[config.mk]
export PLATFORM = sky130hd
export DESIGN_NAME = dogc_host_flat
export DESIGN_NICKNAME = d
export VERILOG_FILES = /design/src/hdl/dogc_pkg.sv /design/src/hdl/dogc_link_if.sv /design/src/hdl/dogc_host.sv /design/src/flat_wrapper.sv
export SDC_FILE = /design/constraint.sdc
export NUM_CORES = 1
export LEC_CHECK = 0
export ABC_AREA = 1
export BUFFER_PORTS_ARGS = -buffer_cell sky130_fd_sc_hd__buf_2
export CAP_MARGIN = 20
export CORE_MARGIN = 1.5
export CORE_UTILIZATION = 54
export DETAILED_ROUTE_END_ITERATION = 7
export HOLD_SLACK_MARGIN = 0.12
export PLACE_DENSITY = 0.74
export SLEW_MARGIN = 20
export SYNTH_ARGS = -nofsm -noshare
export SYNTH_HDL_FRONTEND = slang
export SYNTH_SLANG_ARGS = --single-unit
[constraint.sdc]
create_clock -name aclk -period 1.8 [get_ports aclk]
set_clock_uncertainty 0.2 [all_clocks]
set_input_delay 0.36 -clock aclk [delete_from_list [all_inputs] [get_ports aclk]]
set_output_delay 0.36 -clock aclk [all_outputs]
set_load 0.05 [all_outputs]
[src/hdl/dogc_pkg.sv]
// Shared constants for the offset and gain correction link
package dogc_pkg;
   // ************************************************
   // Widths and counts
   // ************************************************
   localparam int CODE_W  = 16;
   localparam int OFF_W   = 14;
   localparam int OFF_REF = 16;
   localparam int NCH     = 8;
   localparam int CH_W    = 3;
   localparam int WORD_W  = 24;
   localparam int FRAME_W = 32;
   localparam int CNT_W   = 6;
   localparam int DATA_W  = 32;
   localparam int ADDR_W  = 8;
   // ************************************************
   // Command word fields
   // ************************************************
   localparam int OP_MSB   = 23;
   localparam int CH_MSB   = 19;
   localparam int A0_POS   = 16;
   localparam int DATA_MSB = 15;
   localparam logic [3:0] OP_CODE = 4'h0;
   localparam logic [3:0] OP_OFF  = 4'h2;
   localparam logic [3:0] OP_GAIN = 4'h3;
   localparam logic [3:0] OP_READ = 4'h8;
   // ************************************************
   // Reset values and timing
   // ************************************************
   localparam logic [CODE_W-1:0] GAIN_RST = 16'h0000;
   localparam logic [OFF_W-1:0]  OFF_RST  = 14'h0000;
   localparam int HALF_CYC = 4;
   localparam int GAP_CYC  = 8;
   // ************************************************
   // Host register map
   // ************************************************
   localparam logic [ADDR_W-1:0] REG_CMD   = 8'h00;
   localparam logic [ADDR_W-1:0] REG_CTRL  = 8'h04;
   localparam logic [ADDR_W-1:0] REG_STAT  = 8'h08;
   localparam logic [ADDR_W-1:0] REG_RDATA = 8'h0c;
   localparam logic [1:0] RESP_OK  = 2'h0;
   localparam logic [1:0] RESP_ERR = 2'h2;
endpackage : dogc_pkg

[src/hdl/dogc_link_if.sv]
// Serial link between host controller and correction device
`timescale 1ns/1ps
`default_nettype none
interface dogc_link_if;
   logic cs_n;
   logic sck;
   logic sdi;
   logic sdo;
   modport host (output cs_n, output sck, output sdi, input sdo);
   modport dev  (input cs_n, input sck, input sdi, output sdo);
endinterface : dogc_link_if
`default_nettype wire

[src/hdl/dogc_host.sv]
// Host end: AXI4-Lite command registers and serial master
//
// Chosen here: the placing of the registers and the AXI4-Lite register port.
`timescale 1ns/1ps
`default_nettype none
module dogc_host import dogc_pkg::*; (
   input  wire logic              aclk,
   input  wire logic              aresetn,
   input  wire logic [ADDR_W-1:0] awaddr,
   input  wire logic              awvalid,
   output logic                   awready,
   input  wire logic [DATA_W-1:0] wdata,
   input  wire logic [3:0]        wstrb,
   input  wire logic              wvalid,
   output logic                   wready,
   output logic [1:0]             bresp,
   output logic                   bvalid,
   input  wire logic              bready,
   input  wire logic [ADDR_W-1:0] araddr,
   input  wire logic              arvalid,
   output logic                   arready,
   output logic [DATA_W-1:0]      rdata,
   output logic [1:0]             rresp,
   output logic                   rvalid,
   input  wire logic              rready,
   dogc_link_if.host              lnk
);
   typedef enum logic [2:0] {
      ST_IDLE, ST_LEAD, ST_HIGH, ST_LOW, ST_GAP
   } dogc_state_e;

   function automatic logic [DATA_W-1:0] merge(
      input logic [DATA_W-1:0] old_v,
      input logic [DATA_W-1:0] new_v,
      input logic [3:0]        strb);
      logic [DATA_W-1:0] m;
      m = old_v;
      for (int b = 0; b < 4; b++) begin
         if (strb[b]) begin
            m[8*b +: 8] = new_v[8*b +: 8];
         end
      end
      return m;
   endfunction : merge

   // ************************************************
   // AXI4-Lite slave
   // ************************************************
   logic              awready_reg, wready_reg, bvalid_reg;
   logic              arready_reg, rvalid_reg;
   logic [1:0]        bresp_reg, rresp_reg;
   logic [ADDR_W-1:0] aw_addr_reg;
   logic [DATA_W-1:0] w_data_reg, rdata_reg;
   logic [3:0]        w_strb_reg;
   logic [DATA_W-1:0] cmd_reg, ctrl_reg, rx_data_reg;
   dogc_state_e       state_reg;

   wire logic do_wr = ~awready_reg & ~wready_reg & ~bvalid_reg;
   wire logic wr_cmd  = do_wr & (aw_addr_reg == REG_CMD);
   wire logic wr_ctrl = do_wr & (aw_addr_reg == REG_CTRL);
   wire logic busy    = state_reg != ST_IDLE;
   wire logic start   = wr_cmd & ~busy;
   wire logic [DATA_W-1:0] cmd_next =
      merge(cmd_reg, w_data_reg, w_strb_reg);
   wire logic rd_hit = (araddr == REG_CMD) | (araddr == REG_CTRL)
      | (araddr == REG_STAT) | (araddr == REG_RDATA);
   wire logic [DATA_W-1:0] rd_mux =
      (araddr == REG_CMD)  ? cmd_reg :
      (araddr == REG_CTRL) ? ctrl_reg :
      (araddr == REG_STAT) ? {{(DATA_W-1){1'b0}}, busy} :
      (araddr == REG_RDATA) ? rx_data_reg : {DATA_W{1'b0}};

   always_ff @(posedge aclk) begin
      if (!aresetn) begin
         awready_reg <= 1'b1;
         wready_reg  <= 1'b1;
         bvalid_reg  <= 1'b0;
         bresp_reg   <= RESP_OK;
         aw_addr_reg <= {ADDR_W{1'b0}};
         w_data_reg  <= {DATA_W{1'b0}};
         w_strb_reg  <= 4'h0;
      end else begin
         if (awvalid & awready_reg) begin
            awready_reg <= 1'b0;
            aw_addr_reg <= awaddr;
         end
         if (wvalid & wready_reg) begin
            wready_reg <= 1'b0;
            w_data_reg <= wdata;
            w_strb_reg <= wstrb;
         end
         if (do_wr) begin
            bvalid_reg <= 1'b1;
            bresp_reg  <= (wr_cmd | wr_ctrl) ? RESP_OK : RESP_ERR;
         end
         if (bvalid_reg & bready) begin
            bvalid_reg  <= 1'b0;
            awready_reg <= 1'b1;
            wready_reg  <= 1'b1;
         end
      end
   end

   always_ff @(posedge aclk) begin
      if (!aresetn) begin
         arready_reg <= 1'b1;
         rvalid_reg  <= 1'b0;
         rdata_reg   <= {DATA_W{1'b0}};
         rresp_reg   <= RESP_OK;
      end else if (arvalid & arready_reg) begin
         arready_reg <= 1'b0;
         rvalid_reg  <= 1'b1;
         rdata_reg   <= rd_mux;
         rresp_reg   <= rd_hit ? RESP_OK : RESP_ERR;
      end else if (rvalid_reg & rready) begin
         rvalid_reg  <= 1'b0;
         arready_reg <= 1'b1;
      end
   end

   always_ff @(posedge aclk) begin
      if (!aresetn) begin
         cmd_reg  <= {DATA_W{1'b0}};
         ctrl_reg <= {DATA_W{1'b0}};
      end else begin
         if (start) begin
            cmd_reg <= cmd_next;
         end
         if (wr_ctrl) begin
            ctrl_reg <= merge(ctrl_reg, w_data_reg, w_strb_reg)
               & {{(DATA_W-1){1'b0}}, 1'b1};
         end
      end
   end

   // ************************************************
   // Serial master
   // ************************************************
   logic              sdo_s1_reg, sdo_s2_reg;
   logic              cs_n_reg, sck_reg, sdi_reg;
   logic [3:0]        div_reg;
   logic [CNT_W-1:0]  left_reg;
   logic [FRAME_W-1:0] tx_sh_reg, rx_sh_reg;

   wire logic half_end = div_reg == 4'(HALF_CYC-1);
   wire logic gap_end  = div_reg == 4'(GAP_CYC-1);
   wire logic [CNT_W-1:0] frame_len =
      ctrl_reg[0] ? CNT_W'(FRAME_W) : CNT_W'(WORD_W);

   always_ff @(posedge aclk) begin
      if (!aresetn) begin
         sdo_s1_reg <= 1'b0;
         sdo_s2_reg <= 1'b0;
      end else begin
         sdo_s1_reg <= lnk.sdo;
         sdo_s2_reg <= sdo_s1_reg;
      end
   end

   always_ff @(posedge aclk) begin
      if (!aresetn) begin
         state_reg   <= ST_IDLE;
         cs_n_reg    <= 1'b1;
         sck_reg     <= 1'b0;
         sdi_reg     <= 1'b0;
         div_reg     <= 4'h0;
         left_reg    <= {CNT_W{1'b0}};
         tx_sh_reg   <= {FRAME_W{1'b0}};
         rx_sh_reg   <= {FRAME_W{1'b0}};
         rx_data_reg <= {DATA_W{1'b0}};
      end else begin
         div_reg <= (state_reg == ST_IDLE) ? 4'h0 : div_reg + 4'h1;
         unique case (state_reg)
            ST_IDLE: begin
               if (start) begin
                  cs_n_reg  <= 1'b0;
                  tx_sh_reg <= {cmd_next[WORD_W-1:0], 8'h00};
                  sdi_reg   <= cmd_next[WORD_W-1];
                  left_reg  <= frame_len;
                  state_reg <= ST_LEAD;
               end
            end
            ST_LEAD: begin
               if (half_end) begin
                  sck_reg   <= 1'b1;
                  div_reg   <= 4'h0;
                  state_reg <= ST_HIGH;
               end
            end
            ST_HIGH: begin
               if (half_end) begin
                  sck_reg   <= 1'b0;
                  div_reg   <= 4'h0;
                  rx_sh_reg <= {rx_sh_reg[FRAME_W-2:0], sdo_s2_reg};
                  tx_sh_reg <= {tx_sh_reg[FRAME_W-2:0], 1'b0};
                  sdi_reg   <= tx_sh_reg[FRAME_W-2];
                  left_reg  <= left_reg - CNT_W'(1);
                  state_reg <= ST_LOW;
               end
            end
            ST_LOW: begin
               if (half_end) begin
                  div_reg <= 4'h0;
                  if (left_reg == {CNT_W{1'b0}}) begin
                     cs_n_reg    <= 1'b1;
                     sdi_reg     <= 1'b0;
                     rx_data_reg <= ctrl_reg[0] ? rx_sh_reg :
                        {rx_sh_reg[WORD_W-1:0], 8'h00};
                     state_reg   <= ST_GAP;
                  end else begin
                     sck_reg   <= 1'b1;
                     state_reg <= ST_HIGH;
                  end
               end
            end
            ST_GAP: begin
               if (gap_end) begin
                  state_reg <= ST_IDLE;
               end
            end
         endcase
      end
   end

   assign lnk.cs_n = cs_n_reg;
   assign lnk.sck  = sck_reg;
   assign lnk.sdi  = sdi_reg;
   assign awready  = awready_reg;
   assign wready   = wready_reg;
   assign bvalid   = bvalid_reg;
   assign bresp    = bresp_reg;
   assign arready  = arready_reg;
   assign rvalid   = rvalid_reg;
   assign rdata    = rdata_reg;
   assign rresp    = rresp_reg;
endmodule : dogc_host
`default_nettype wire

[src/flat_wrapper.sv]
// flat-port wrapper written by rule: the top's interface ports become plain ports
module dogc_host_flat import dogc_pkg::*;
  (aclk, aresetn, awaddr, awvalid, awready, wdata, wstrb, wvalid, wready, bresp, bvalid, bready, araddr, arvalid, arready, rdata, rresp, rvalid, rready, lnk_cs_n, lnk_sck, lnk_sdi, lnk_sdo);
  dogc_link_if lnk_i ();
  input  wire logic aclk;
  input  wire logic aresetn;
  input  wire logic [ADDR_W-1:0] awaddr;
  input  wire logic awvalid;
  output logic awready;
  input  wire logic [DATA_W-1:0] wdata;
  input  wire logic [3:0] wstrb;
  input  wire logic wvalid;
  output logic wready;
  output logic [1:0] bresp;
  output logic bvalid;
  input  wire logic bready;
  input  wire logic [ADDR_W-1:0] araddr;
  input  wire logic arvalid;
  output logic arready;
  output logic [DATA_W-1:0] rdata;
  output logic [1:0] rresp;
  output logic rvalid;
  input  wire logic rready;
  output wire logic [$bits(lnk_i.cs_n)-1:0] lnk_cs_n;
  output wire logic [$bits(lnk_i.sck)-1:0] lnk_sck;
  output wire logic [$bits(lnk_i.sdi)-1:0] lnk_sdi;
  input wire logic [$bits(lnk_i.sdo)-1:0] lnk_sdo;
  assign lnk_cs_n = lnk_i.cs_n;
  assign lnk_sck = lnk_i.sck;
  assign lnk_sdi = lnk_i.sdi;
  assign lnk_i.sdo = lnk_sdo;
  dogc_host u_core (.aclk(aclk), .aresetn(aresetn), .awaddr(awaddr), .awvalid(awvalid), .awready(awready), .wdata(wdata), .wstrb(wstrb), .wvalid(wvalid), .wready(wready), .bresp(bresp), .bvalid(bvalid), .bready(bready), .araddr(araddr), .arvalid(arvalid), .arready(arready), .rdata(rdata), .rresp(rresp), .rvalid(rvalid), .rready(rready), .lnk(lnk_i));
endmodule
Word-level counts from Yosys, hierarchy flattened
Index checks and enable logic that the tools add are counted.

storage, ports and cells
  register bits after elaboration = 231
  bits in latches = 0
  RAM bits = 0
  bits in read-only memories = 0
  bits of input ports = 60
  output and inout port bits = 44
  word-level logic and storage cells = 129
  memories kept = 0

operators by class
  add/sub/neg operators = 2
  multiply operators = 0
  div/mod/pow operators = 0
  $lt $le $gt $ge = 0
  eq/ne operators = 17
  shift-type cells = 0
  multiplexer cells = 45
  bitwise operators = 19
  reductions and logical operators = 21

operators with widths
  kind                                                                 number
  32-bit two-way mux                                                   5
  31-bit two-way mux                                                   2
  31-bit case mux with 2 select lines                                  1
  8-bit two-way mux                                                    3
  3-bit two-way mux                                                    6
  6-bit two-way mux                                                    3
  8-bit by 3-bit == test with 1-bit output (second input constant)     2
  8-bit by 4-bit == test with 1-bit output (second input constant)     2
  8-bit logical NOT                                                    2
  1-bit two-way mux                                                    15
  3-bit case mux with 5 select lines                                   1
  5-bit AND reduction                                                  3
  4-bit two-way mux                                                    3
  2-bit by 1-bit != test with 1-bit output (second input constant)     6
  6-bit case mux with 2 select lines                                   1
  1-bit AND                                                            10
  3-bit nonzero test                                                   3
  3-bit by 2-bit == test with 1-bit output (second input constant)     2
  6-bit logical NOT                                                    1
  1-bit case mux with 3 select lines                                   2
  2-bit AND reduction                                                  3
  3-bit AND reduction                                                  2
  2-bit nonzero test                                                   3
  6-bit by 1-bit subtractor with 6-bit output (second input constant)  1
  14 further kinds                                                     22

Depth between registers and ports, before layout
  word-level depth = 7
  depth in mapped cells = 11
  mapped depth without buffers = 10

Worst setup path before layout
Ideal clock, no wire load.

  path kind = flip-flop to flip-flop
  from = register u_core.arready_reg (netlist: u_core.arready)
  to = register u_core.rdata_reg[10] (netlist: u_core.rdata[10])
  setup time = 0.109 ns
  arrival = 1.512 ns
  required time = 1.491 ns
  path slack = -0.021 ns
  stages on the path, launching flop included = 8
  path buffers = 2
  period minus slack after synthesis = 1.821 ns
  path through = dfxtp_1 -> nand2_1 -> inv_1 -> buf_2 -> buf_1 -> nand3_1 -> nand2_1 -> inv_1

on the way
  word-level cells in the longest chain between the ends = 1

ends and longest elaborated chain
  element                   line              text
  start: declaration        dogc_host.sv:50   logic arready_reg, rvalid_reg;
  start signal: assignment  dogc_host.sv:106  arready_reg <= 1'b1;
  start signal: assignment  dogc_host.sv:111  arready_reg <= 1'b0;
  start signal: assignment  dogc_host.sv:117  arready_reg <= 1'b1;
  1-bit AND                 dogc_host.sv:110  end else if (arvalid & arready_reg) begin
  end signal: assignment    dogc_host.sv:108  rdata_reg <= {DATA_W{1'b0}};
  end signal: assignment    dogc_host.sv:113  rdata_reg <= rd_mux;
  end: declaration          dogc_host.sv:53   logic [DATA_W-1:0] w_data_reg, rdata_reg;

No other way between the ends.
A chain may end at the register's enable or synchronous reset.

Final worst setup path
  from = register u_core.wready_reg (netlist: u_core.wready)
  to = output port wready

RTL lines
  element                   line                text
  start: declaration        dogc_host.sv:49     logic awready_reg, wready_reg, bvalid_reg;
  start signal: assignment  dogc_host.sv:76     wready_reg <= 1'b1;
  start signal: assignment  dogc_host.sv:88     wready_reg <= 1'b0;
  start signal: assignment  dogc_host.sv:99     wready_reg <= 1'b1;
  end: declaration          flat_wrapper.sv:13  output logic wready;

No word-level cell between the ends.

==> run summary <==
outcome: complete, no violations
Crit Reg-Reg Endpoint: u_core.rx_data_reg[13]
R2R depth: 8
gr ovfl total: 0
vias in the first global route: 7865
flops & latches, synth: 221
Post-synth EDFFs: 0
Clock Latency Late Sink: 0.50 ns
largest net degree at the start of global routing: 89
DR pass1 iterations: 5
Die Width: 134.6 um
min-delay src: araddr[4]
die area: 18120 um2
detailed-route via count: 8526
Starting Density: 0.5582
CTS Buf Count: 23
CP max-delay cell: dfxtp_2
Max Cap Violations: 0
# port buffers: 101
drt total wl: 23040 um
design area: 11630 um2
io pins: 104
Critical Path Fanout Max: 3
total number of yosys warnings: 0
global-route wire length before repair: 38010 um
initial antenna violation count: 0
count leader, synth: nor2_1
final hold slack: 0.1556 ns
async set-or-reset flop fraction in the synthesized netlist: 0
Synth Cell Area: 9355 um2
Seq/Total Area, Yosys: 0.4729
Top Family by Delay on Critical Path: buffers and inverters
top-area cell type share of the netlist area: 0.4729
reg2reg setup slack: 0.09 ns
Leak Pwr: 5.224 nW
Critical Path RT: 1.24 ns
crit path buf inv count: 2
Root Driver: clkbuf_16
initial DRC count: 534
# nets final: 1463
Fin. Hold Viols: 0
worst hold path class: input pin to register
Startpoint Class: register
DP Area: 10180 um2
Placer Congestion: 0.8631
CP max stage delay: 0.34 ns
Worst-Margin Slew: 0.5675 ns
final slew viol count: 0
crit path cell chain: buf_4 -> clkbuf_4
IR drop worst, VDD: 0.0007232 V
Synth Flop Type: dfxtp_1
post-route antenna net violation count: 0
PwrDens: 960.1 nW/um2
Die Y: 134.6 um
Max Freq: 572.4 MHz
antenna diode count: 0
Core Footprint: 16760 um2
GRT Util Overall: 0.2546
clk sinks: 221
dominant cells by area after synthesis: dfxtp_1 (47%), nor2_1 (11%), o21ai_0 (10%), nand2_1 (6.9%), nand3_1 (4.3%)
Distinct cells, synth: 39
Crit Path Class: register to primary output
Post-DP HPWL: 14350 um
share of layout cells above drive strength 1: 0.1722
DR WL/cell: 14.07 um
Avg Vias per Cell: 5.208
Synth top cells by count: nor2_1 (267), dfxtp_1 (221), o21ai_0 (191)
Synth-to-Final Area Change: 24.37%
Tcrit/Tclk final: 0.9705
cell taking the most area after synthesis: dfxtp_1
CP endpoint kind: primary output
Stages on worst setup path: 2
crit path time final: 1.747 ns
final setup vio count: 0
Clock transition at path regs: 0.06 ns
drt drc: 0
cells after synthesis: 1262
clock tree from TritonCTS: built
row cnt: 47
Slew Limit Headroom: 0.6213
Avg Cell Area, Syn: 7.413 um2
Hold Path Stages: 6
Reg-to-Reg Start: u_core.div_reg[0]
Fin Setup TNS: 0 ns
CTS max path bufs: 3
Core Util, Final: 0.6942
Worst EP arrival: 1.19 ns
Hold Crit Endpoint: u_core.rdata[0]
H-tree levels: 1
cells in the final DEF (no fill, tap or decap), types with 6 or more instances in the layout:
cell type	n
buf_12	16
dlygate4sd3_1	55
buf_4	18
nand3_1	81
nand2_2	7
buf_2	99
clkbuf_8	8
inv_2	6
mux2i_1	24
clkinv_2	7
a211oi_2	8
inv_1	86
nor2_1	264
o21ai_0	191
nand2_1	170
a21oi_1	64
dfxtp_1	214
o22ai_1	6
clkbuf_16	25
o21ai_2	13
dfxtp_2	7
final cells by class:
type / instances / area [um2]
Clock buffer: 32 / 689.4
Multi-Input combinational cell: 864 / 4185
Inverter: 96 / 370.4
Tap cell: 220 / 275.3
Sequential cell: 221 / 4433
Clock inverter: 9 / 73.82
Fill cell: 1401 / 5125
Timing Repair Buffer: 195 / 1608
metrics by stage:
| step | setup slack [ns] | total power [mW] | instances |
|---|---|---|---|
| finish | 0.05309 | 11.17 | 1637 |
| CTS | 0.01488 | 11.22 | 1633 |
| detailed placement | 0.05705 | 6.438 | 1536 |
| global route | -0.008383 | 11.62 | 1637 |
| floorplan | 0.02826 | 6.090 | 1263 |
| global placement | 0.1159 | 6.418 | 1536 |
routing by layer:
| layer | vias up | wire (um) | GRT usage |
|---|---|---|---|
| met2 | 217 | 10940 | 0.4350 |
| met3 | 30 | 1110 | 0.03491 |
| met1 | 3911 | 10570 | 0.3394 |
| li1 | 4368 | - | - |
| met5 | - | 0 | 0 |
| met4 | 0 | 419 | 0.06810 |
power breakdown:
part	internal, mW	switching, mW	total, mW
Sequential	5.07	0.0966	5.17
Combinational	0.453	0.832	1.28
Clock	2.81	1.91	4.72
Total	8.34	2.83	11.2
worst register-to-register path: cells and delay by family (launching register included):
| kind | cells | cell delay [ns] |
|---|---|---|
| flip-flops | 1 | 0.35 |
| buffers and inverters | 2 | 0.26 |
| adder cells (fa/ha/maj) | 1 | 0.21 |
| AO/OA/AOI/OAI | 2 | 0.24 |
| AND/OR/NAND/NOR | 3 | 0.38 |
worst max path at each step:
stage                                     start                  end  slack [ns]
after floorplan                  u_core.awready   u_core.cmd_reg[16]        0.03
after global placement            u_core.bvalid  u_core.tx_sh_reg[8]        0.12
after detailed placement              araddr[1]      u_core.rdata[5]        0.06
after CTS                         u_core.wready               wready        0.01
after global routing      u_core.aw_addr_reg[7]  u_core.tx_sh_reg[8]      -0.008
final                             u_core.wready               wready        0.05
logic make-up after synthesis:
| group | after synthesis | synth area share |
|---|---|---|
| simple gates | 545 | 0.2435 |
| compound gates | 289 | 0.1683 |
| flops | 221 | 0.4729 |
| buf+inv | 178 | 0.08466 |
| mux | 24 | 0.02568 |
| fa+ha+maj | 2 | 0.002674 |
| xor+xnor | 2 | 0.001873 |
| other cells | 1 | 0.0004008 |
timing repair:
item | 4_1_cts | 5_1_grt
gates resized for setup | 0 | 21
setup endpoints to repair | 0 | 111
hold buffers | 56 | 0
buffers inserted | 0 | 3
endpoints found under the hold margin | 59 | 0
Note: power is estimated with default switching activity, not from simulation.
